===== src/design/ext_irq_map.vh =====
// Register map, field layout and constants of the external trigger block
`ifndef EXT_IRQ_MAP_VH
`define EXT_IRQ_MAP_VH

// Byte addresses
`define TRIG_ADDR      32'h5600_0090
`define SPARE_A_ADDR   32'h5600_0094
`define SPARE_B_ADDR   32'h5600_0098
`define FILT_LO_ADDR   32'h5600_009c
`define FILT_HI_ADDR   32'h4c60_00a0
`define MASK_ADDR      32'h5600_00a4
`define PEND_ADDR      32'h5600_00a8

// Reset values
`define TRIG_RST       32'h0000_0000
`define FILT_RST       32'h0000_0000
`define SPARE_RST      32'h0000_0000
`define MASK_RST       8'hff
`define PEND_RST       8'h00
`define LVL_IDLE       1'b1

// Trigger register: one nibble per input
`define TRIG_STRIDE    4
`define TRIG_W         3
`define FEN_BIT        3

// Filter registers: one byte per input, two words
`define FILT_STRIDE    8
`define FILT_W         7
`define FSEL_BIT       7

// Trigger mode, upper two bits of the field
`define MODE_LEVEL     2'h0
`define MODE_FALL      2'h1
`define MODE_RISE      2'h2
`define MODE_BOTH      2'h3

// Shortest valid level at the pin, and the bus clock period
`define MIN_LEVEL_NS   40
`define CLK_PERIOD_NS  10

`endif


===== src/design/ext_irq_trigger_filter.v =====
// Trigger-mode decode, noise filter and pending logic for inputs 16 to 23
// Alternate filter clock is sampled by clk: keep it below half clk rate.
// Level inputs set their pending bit again each cycle the level holds,
// so a clear only sticks once the pin has left the active level.
`timescale 1ns/1ps
`default_nettype none
`include "ext_irq_map.vh"

module ext_irq_trigger_filter #(
    parameter NUM_IN = 8
) (
    // Clock and reset
    input  wire                clk,
    input  wire                arst_n,
    // Avalon-MM slave
    input  wire [31:0]         address,
    input  wire                read,
    input  wire                write,
    input  wire [31:0]         writedata,
    input  wire [3:0]          byteenable,
    output reg  [31:0]         readdata,
    output wire                waitrequest,
    // Request pins and filter clock sources
    input  wire [NUM_IN-1:0]   externalRequestPin,
    input  wire                bootModePins,
    input  wire                externalClockInput,
    input  wire                oscillatorClock,
    // Interrupt
    output wire                irq
);

    ////////////////////////////////////////////////////////////////////////
    // Bus handshake

    reg         ack_q;
    wire        ack_d;
    wire        req;
    wire        wrAcc;
    wire        rdTake;

    // One wait cycle, so a read is always served from a register
    assign req         = read | write;
    assign ack_d       = req & ~ack_q;
    assign waitrequest = req & ~ack_q;
    assign wrAcc       = write & ack_q;
    assign rdTake      = read & ~ack_q;

    always @(posedge clk or negedge arst_n) begin
        if (!arst_n) begin
            ack_q <= 1'b0;
        end else begin
            ack_q <= ack_d;
        end
    end

    function [31:0] merge;
        input [31:0] old;
        input [31:0] nw;
        input [3:0]  be;
        integer      b;
        begin
            merge = old;
            for (b = 0; b < 4; b = b + 1) begin
                if (be[b]) begin
                    merge[b*8 +: 8] = nw[b*8 +: 8];
                end
            end
        end
    endfunction

    ////////////////////////////////////////////////////////////////////////
    // Registers

    reg  [31:0]        trig_q;
    reg  [31:0]        filtLo_q;
    reg  [31:0]        filtHi_q;
    reg  [NUM_IN-1:0]  mask_q;
    reg  [NUM_IN-1:0]  pend_q;
    wire [NUM_IN-1:0]  pend_d;
    wire [NUM_IN-1:0]  hit;
    wire [NUM_IN-1:0]  pendClr;
    wire [63:0]        filtAll;

    assign filtAll = {filtHi_q, filtLo_q};

    // Address decode; spares need no select, their writes are dropped
    wire               selTrig;
    wire               selFiltLo;
    wire               selFiltHi;
    wire               selMask;
    wire               selPend;

    assign selTrig   = (address == `TRIG_ADDR);
    assign selFiltLo = (address == `FILT_LO_ADDR);
    assign selFiltHi = (address == `FILT_HI_ADDR);
    assign selMask   = (address == `MASK_ADDR);
    assign selPend   = (address == `PEND_ADDR);

    always @(posedge clk or negedge arst_n) begin
        if (!arst_n) begin
            trig_q <= `TRIG_RST;
        end else if (wrAcc && selTrig) begin
            trig_q <= merge(trig_q, writedata, byteenable);
        end
    end

    always @(posedge clk or negedge arst_n) begin
        if (!arst_n) begin
            filtLo_q <= `FILT_RST;
        end else if (wrAcc && selFiltLo) begin
            filtLo_q <= merge(filtLo_q, writedata, byteenable);
        end
    end

    always @(posedge clk or negedge arst_n) begin
        if (!arst_n) begin
            filtHi_q <= `FILT_RST;
        end else if (wrAcc && selFiltHi) begin
            filtHi_q <= merge(filtHi_q, writedata, byteenable);
        end
    end

    // Mask and pending hold eight bits, so only lane 0 matters
    always @(posedge clk or negedge arst_n) begin
        if (!arst_n) begin
            mask_q <= `MASK_RST;
        end else if (wrAcc && selMask && byteenable[0]) begin
            mask_q <= writedata[NUM_IN-1:0];
        end
    end

    // Set wins over a clear in the same cycle
    assign pendClr = (wrAcc && selPend && byteenable[0])
                   ? writedata[NUM_IN-1:0] : {NUM_IN{1'b0}};
    assign pend_d  = (pend_q & ~pendClr) | hit;

    always @(posedge clk or negedge arst_n) begin
        if (!arst_n) begin
            pend_q <= `PEND_RST;
        end else begin
            pend_q <= pend_d;
        end
    end

    assign irq = |(pend_q & ~mask_q);

    always @(posedge clk or negedge arst_n) begin
        if (!arst_n) begin
            readdata <= 32'h0000_0000;
        end else if (rdTake) begin
            case (address)
                `TRIG_ADDR: begin
                    readdata <= trig_q;
                end
                `FILT_LO_ADDR: begin
                    readdata <= filtLo_q;
                end
                `FILT_HI_ADDR: begin
                    readdata <= filtHi_q;
                end
                `SPARE_A_ADDR: begin
                    readdata <= `SPARE_RST;
                end
                `SPARE_B_ADDR: begin
                    readdata <= `SPARE_RST;
                end
                `MASK_ADDR: begin
                    readdata <= {{(32-NUM_IN){1'b0}}, mask_q};
                end
                `PEND_ADDR: begin
                    readdata <= {{(32-NUM_IN){1'b0}}, pend_q};
                end
                default: begin
                    readdata <= 32'h0000_0000;
                end
            endcase
        end
    end

    ////////////////////////////////////////////////////////////////////////
    // Alternate filter clock, sampled as a level in the bus clock domain

    reg  altPrev_q;
    wire altLvl;
    wire altTick;

    // Source picked by the boot straps; a tick per rising edge seen
    assign altLvl  = bootModePins ? oscillatorClock : externalClockInput;
    assign altTick = altLvl & ~altPrev_q;

    always @(posedge clk or negedge arst_n) begin
        if (!arst_n) begin
            altPrev_q <= 1'b0;
        end else begin
            altPrev_q <= altLvl;
        end
    end

    ////////////////////////////////////////////////////////////////////////
    // Per-input filter and trigger detection

    genvar i;
    generate
        for (i = 0; i < NUM_IN; i = i + 1) begin : g_in
            wire [`TRIG_W-1:0] mode;
            wire               fen;
            wire [`FILT_W-1:0] width;
            wire               fsel;
            wire               tick;
            wire               lvl;
            wire               rise;
            wire               fall;
            reg  [`FILT_W-1:0] cnt_q;
            reg                flt_q;
            reg                prev_q;
            reg                det;
            reg  [`FILT_W-1:0] cnt_d;
            reg                flt_d;

            assign mode  = trig_q[i*`TRIG_STRIDE +: `TRIG_W];
            assign fen   = trig_q[i*`TRIG_STRIDE + `FEN_BIT];
            assign width = filtAll[i*`FILT_STRIDE +: `FILT_W];
            assign fsel  = filtAll[i*`FILT_STRIDE + `FSEL_BIT];
            assign tick  = fsel ? altTick : 1'b1;

            // Candidate level must differ for width+1 ticks to be taken;
            // any return to the old level restarts the count
            always @* begin
                cnt_d = cnt_q;
                flt_d = flt_q;
                if (!fen || externalRequestPin[i] == flt_q) begin
                    cnt_d = {`FILT_W{1'b0}};
                    flt_d = externalRequestPin[i];
                end else if (tick) begin
                    if (cnt_q == width) begin
                        cnt_d = {`FILT_W{1'b0}};
                        flt_d = externalRequestPin[i];
                    end else begin
                        cnt_d = cnt_q + 1'b1;
                    end
                end
            end

            always @(posedge clk or negedge arst_n) begin
                if (!arst_n) begin
                    cnt_q <= {`FILT_W{1'b0}};
                    flt_q <= `LVL_IDLE;
                end else begin
                    cnt_q <= cnt_d;
                    flt_q <= flt_d;
                end
            end

            assign lvl  = fen ? flt_q : externalRequestPin[i];
            assign rise = lvl & ~prev_q;
            assign fall = ~lvl & prev_q;

            always @(posedge clk or negedge arst_n) begin
                if (!arst_n) begin
                    prev_q <= `LVL_IDLE;
                end else begin
                    prev_q <= lvl;
                end
            end

            always @* begin
                case (mode[2:1])
                    `MODE_LEVEL: begin
                        det = mode[0] ? lvl : ~lvl;
                    end
                    `MODE_FALL: begin
                        det = fall;
                    end
                    `MODE_RISE: begin
                        det = rise;
                    end
                    `MODE_BOTH: begin
                        det = rise | fall;
                    end
                    default: begin
                        det = 1'b0;
                    end
                endcase
            end

            assign hit[i] = det;
        end
    endgenerate

endmodule
`default_nettype wire


===== config.mk =====
export PLATFORM = sky130hd
export DESIGN_NAME = ext_irq_trigger_filter
export DESIGN_NICKNAME = d
export VERILOG_FILES = /design/src/design/ext_irq_trigger_filter.v
export VERILOG_INCLUDE_DIRS = /design/src /design/src/design
export SDC_FILE = /design/constraint.sdc
export NUM_CORES = 1
export LEC_CHECK = 0
export BUFFER_PORTS_ARGS = -buffer_cell sky130_fd_sc_hd__buf_4
export CAP_MARGIN = 25
export CORE_ASPECT_RATIO = 1.75
export CORE_MARGIN = 4
export CORE_UTILIZATION = 40
export CTS_CLUSTER_SIZE = 10
export DETAILED_ROUTE_END_ITERATION = 8
export HOLD_SLACK_MARGIN = 0.1
export SYNTH_ARGS = -nofsm -noshare
export SYNTH_HDL_FRONTEND = slang
export SYNTH_SLANG_ARGS = --single-unit
export TNS_END_PERCENT = 20

===== constraint.sdc =====
create_clock -name clk -period 2.7 [get_ports clk]
set_input_delay 0 -clock clk [delete_from_list [all_inputs] [get_ports clk]]
set_output_delay 0 -clock clk [all_outputs]
set_load 0.02 [all_outputs]

# After elaboration in Yosys (flattened, before gate mapping)
# Index checks and enable logic that the tools add are counted.
# Widths: inputs -> output; s select.
dict set report word_totals {
  register_bits 218
  elab_cells 297
  input_bits 83
  out_inout_bits 34
}
dict set report classes {
  eq_ne 45
  muxes 83
  bitwise_logic 52
  n_reduce_logical 68
  n_addsub 8
}
# cell count
set op_table {}
lappend op_table {{$mux 7} 24}
lappend op_table {{$eq 32x31->1 const B} 5}
lappend op_table {{$pmux 32 s5} 1}
lappend op_table {{$add 7x1->7 const B} 8}
lappend op_table {{$eq 7x7->1} 8}
lappend op_table {{$mux 1} 49}
lappend op_table {{$reduce_and 2->1} 20}
lappend op_table {{$eq 2x2->1 const B} 16}
lappend op_table {{$pmux 1 s4} 8}
lappend op_table {{$reduce_bool 2->1} 16}
lappend op_table {{$and 1x1->1} 20}
lappend op_table {{$not 1->1} 18}
lappend op_table {{$and 8x8->8} 2}
lappend op_table {{$eq 2x1->1 const B} 8}
lappend op_table {{$logic_not 2->1} 8}
lappend op_table {{$not 8->8} 2}
lappend op_table {{$or 1x1->1} 9}
lappend op_table {{$eq 1x1->1} 8}
lappend op_table {{$logic_not 1->1} 8}
lappend op_table {{$logic_or 1x1->1} 8}
lappend op_table {{$mux 8} 1}
lappend op_table {{$or 8x8->8} 1}
lappend op_table {{$reduce_or 8->1} 1}
lappend op_table {{$logic_and 1x1->1} 7}

# Depth between registers and ports, before layout
dict set report depth {
  depth_word 7
  ltp_mapped 8
  ltp_nobuf 6
}

# Least setup slack after synthesis
# Ideal clock, no wire load.
dict set report synth_timing {
  path_kind {input-to-reg}
  from {in address[9]}
  to {reg filtHi_q[0]}
  stages 5
  setup_time_ns 0.125
  arrival_ns 2.116
  n_path_buf 0
  path_slack_ns 0.459
  path_cell_list {or4_1 -> or4_4 -> nor4_4 -> nand2_1 -> mux2_2}
}
dict set report synth_between {
  elab_chain_len 3
}
# item line_no
set synth_lines {}
lappend synth_lines {{from (decl)} ext_irq_trigger_filter.v:16} ;# input wire [31:0] address,
lappend synth_lines {{$eq 32x31->1} n/a}
lappend synth_lines {{$logic_and 1x1->1} ext_irq_trigger_filter.v:118} ;# end else if (wrAcc && selFiltHi) begin
lappend synth_lines {{$reduce_and 2->1 (no line)} n/a}
lappend synth_lines {{to (signal assigned)} ext_irq_trigger_filter.v:117} ;# filtHi_q <= `FILT_RST;
lappend synth_lines {{to (signal assigned)} ext_irq_trigger_filter.v:119} ;# filtHi_q <= merge(filtHi_q, writedata, byteenable);
lappend synth_lines {{to (decl)} ext_irq_trigger_filter.v:76} ;# reg [31:0] filtHi_q;
# No other way between the ends.
# A chain may end at the register's enable or synchronous reset.

# Final worst setup path
dict set report layout_timing {
  from {in oscillatorClock}
  to {reg g_in[6].cnt_q[0]}
}
dict set report layout_between {
  elab_chain_len 4
}
# item line_no
set layout_lines {}
lappend layout_lines {{from (decl)} ext_irq_trigger_filter.v:27} ;# input wire oscillatorClock,
lappend layout_lines {{$mux 1} ext_irq_trigger_filter.v:188} ;# assign altLvl = bootModePins ? oscillatorClock : externalClockInput;
lappend layout_lines {{$and 1x1->1} ext_irq_trigger_filter.v:189} ;# assign altTick = altLvl & ~altPrev_q;
lappend layout_lines {{$mux 1} ext_irq_trigger_filter.v:224} ;# assign tick = fsel ? altTick : 1'b1;
lappend layout_lines {{$reduce_bool 2->1 (no line)} n/a}
lappend layout_lines {{to (signal assigned)} ext_irq_trigger_filter.v:246} ;# cnt_q <= {`FILT_W{1'b0}};
lappend layout_lines {{to (signal assigned)} ext_irq_trigger_filter.v:249} ;# cnt_q <= cnt_d;
lappend layout_lines {{to (decl)} ext_irq_trigger_filter.v:213} ;# reg [`FILT_W-1:0] cnt_q;
# No other way between the ends.

==> impl_metrics.csv <==
group,metric,value,unit
logic_synthesis,synthTopCellsByArea,"dfrtp_1 (43%), mux2_2 (12%), dfstp_2 (5.6%), xnor2_1 (3.7%), o21ai_0 (3.4%)",
layout,nFillCells,2501,
power,power_density,485,nW/um^2
routing,first_pass_iters,7,
timing,final_max_slew_viol_count,0,
global_route,grt_start_max_net_pins,102,
global_route,grt_util_met1,23.7,%
floorplan,core-area,27500,um^2
power,leakage,0.00682,uW
logic_synthesis,syn-cell-area,11200,um^2
floorplan,io_pins,117,
logic_synthesis,ys_seq_area_share,48.8,%
clocking,postCtsSetupRepairBufs,0,
global_route,first_global_vias,9002,
logic_synthesis,yosysTopAreaCell,"dfrtp_1",
global_route,antenna_found_initial,0,
timing,rsz0062_at_grt,"false",
power,peakVddDrop,0.000391,V
global_route,grt_remaining_overflow,0,
logic_synthesis,yosysWarningCount,0,
layout,fin_util,50.5,%
job,max_cap_viol_count,0,
layout,drive_gt1_share,28.2,%
clocking,cts_tree,"done",
critical_path,startpoint_type,"input port",
clocking,cts_resized,0,
logic_synthesis,async_flop_share,100,%
routing,routed_wl,32.1,mm
timing,finalWorstSetupSlack,0.597,ns
logic_synthesis,synth_top_area_share,43.2,%
global_route,track_usage,20.6,%
floorplan,rows,80,
layout,antenna_cells,0,
logic_synthesis,synth_ff_type,"dfrtp_1",
clocking,path_clk_slew,0.06,ns
floorplan,die_w,135,um
global_route,use_met3,2.19,%
place,place_ws,0.141,ns
place,portBuffers,116,
routing,drc,0,
critical_path,worstSetupEndpointType,"register",
global_route,grt_first_pass_wirelength,50.2,mm
clocking,cts_buffer_depth,3,
global_route,met2_usage,38.3,%
floorplan,die_y,230,um
layout,syn2layout_area_growth,23.7,%
power,fin_total_pwr,6740,uW
place,place_congestion,0.876,
timing,setup_viol,0,
clocking,ctsHoldBuffers,46,
floorplan,initial_core_util,40.8,%
logic_synthesis,synth_seq_cells,218,
timing,hold_ws,0.0672,ns
logic_synthesis,synth_enable_flop_cells,0,
floorplan,die-area,30900,um^2
timing,max_slew_margin,44.7,%
timing,finalSetupTns,0,ns
routing,routedWlPerCell,20.5,um
critical_path,crit_fanout,17,
critical_path,cp_data_arrival_time,2.50,ns
global_route,busiest_layer,"met2",
timing,hold_viol,0,
clocking,clock_sink_count,218,
routing,vias,8691,
layout,nets,1288,
clocking,cts-root-buf,"clkbuf_16",
timing,clock.fmax,476,MHz
status,status,"finished clean",
critical_path,required,3.10,ns
timing,fin_crit,2.10,ns
clocking,insertion_delay,0.52,ns
routing,initialDrtViolationCount,555,
logic_synthesis,postSynthCellCount,988,
routing,via_per_inst,5.55,
timing,fin_crit_sh,77.9,%
place,dp_hpwl,23.7,mm
logic_synthesis,yosysUniqueCellTypes,54,
routing,ant_nets,0,
clocking,ctsHtreeMaxLevel,1,
timing,tightest_slew,0.829,ns
critical_path,critPathKind,"input port to register",
logic_synthesis,syn-num-nets,1095,
timing,finalClockSkew,0.00877,ns
clocking,cts-buffers-inserted,25,
hold_path,holdCritPathClass,"input port to asynchronous set/reset pin",
logic_synthesis,syn_avg_cell_area,11.4,um^2
-- worst paths after layout --
path                       slack (ns)  depth (start not counted)             from               end
setup / recovery                 0.60                          8  oscillatorClock  g_in[6].cnt_q[0]
hold / removal                   0.07                          2           arst_n  g_in[5].cnt_q[0]
setup reg to reg                 0.64                          5       trig_q[19]         pend_q[4]
hold reg to reg                  0.51                          1        pend_q[6]         pend_q[6]
max in group asynchronous        1.73                          3           arst_n         mask_q[1]
min in group clk                 0.14                          5       address[0]       readdata[7]
-- sequential cells by signal (all words and copies together) (netlist names) --
name / flops
trig_q: 32
ack_q: 1
filtHi_q: 32
altPrev_q: 1
filtLo_q: 32
pend_q: 8
g_in.cnt_q: 56
g_in.prev_q: 8
g_in.flt_q: 8
readdata: 32
mask_q: 8
-- Yosys cell counts (all sizes together), types with 9 or more instances --
| cell type | instances |
|---|---|
| a21o | 36 |
| a21oi | 18 |
| a22o | 35 |
| a22oi | 24 |
| and2 | 11 |
| and3 | 28 |
| clkbuf | 21 |
| dfrtp | 194 |
| dfstp | 24 |
| ha | 24 |
| inv | 33 |
| mux2 | 120 |
| mux2i | 9 |
| nand2 | 73 |
| nand3 | 26 |
| nand4 | 13 |
| nor2 | 15 |
| nor2b | 32 |
| nor3 | 9 |
| o21ai | 76 |
| xnor2 | 47 |
| xor2 | 25 |
-- cell usage in the layout (no fill, tap or decap), drive strengths merged, types with 11 or more instances in the layout --
cell type,n
ha,24
nand3,26
a22oi,24
dfrtp,194
and3,28
nand4,13
xor2,25
o21ai,76
mux2,120
a21o,36
nor2b,32
and2,11
inv,33
clkbuf,42
dlygate4sd3,46
a22o,35
a21oi,18
nor2,15
nand2,73
xnor2,47
buf,147
dfstp,24
-- logic make-up (layout without fill, tap and decap cells) --
family | count (synthesis) | after routing | share of synthesized area (%)
flip-flops | 218 | 218 | 48.8
AND/OR/NAND/NOR | 239 | 239 | 11.7
XOR/XNOR | 72 | 72 | 5.61
adder cells (fa/ha/maj) | 24 | 24 | 2.67
AO/OA/AOI/OAI | 238 | 238 | 14.6
buffers and inverters | 60 | 268 | 2.08
multiplexers | 137 | 137 | 14.4
-- through the flow --
| stage | cell area [um^2] | cells |
|---|---|---|
| floorplan | 11200 | 988 |
| global placement | 12800 | 1477 |
| detailed placement | 12800 | 1477 |
| CTS | 13900 | 1565 |
| global route | 13900 | 1565 |
| finish | 13900 | 1565 |
-- worst max-delay path: stages --
cell	delay [ns]
dlygate4sd3_1	0.56
buf_4	0.14
mux2i_2	0.13
dlygate4sd3_1	0.58
buf_4	0.30
o2111a_1	0.34
nor2_1	0.14
mux2_2	0.31
-- layer usage --
metal	up-vias	share of wire (%)
li1	4022	-
met1	4380	38
met2	221	54
met3	68	3.7
met4	0	4.2
met5	-	0
-- where the power goes --
part / switching [uW] / internal [uW] / leakage, uW
clock: 1280 / 1710 / 0.000328
combinational: 259 / 189 / 0.00358
sequential: 12.4 / 3290 / 0.00292
-- area by class of cell --
class	count	area (um^2)	area share, %
Tap cell	369	462	3.32
Inverter	33	124	0.891
Multi-Input combinational cell	710	5530	39.8
Timing Repair Buffer	193	1610	11.6
Sequential cell	218	5490	39.5
Clock buffer	42	689	4.96
Power figures use the tool's default switching activity.
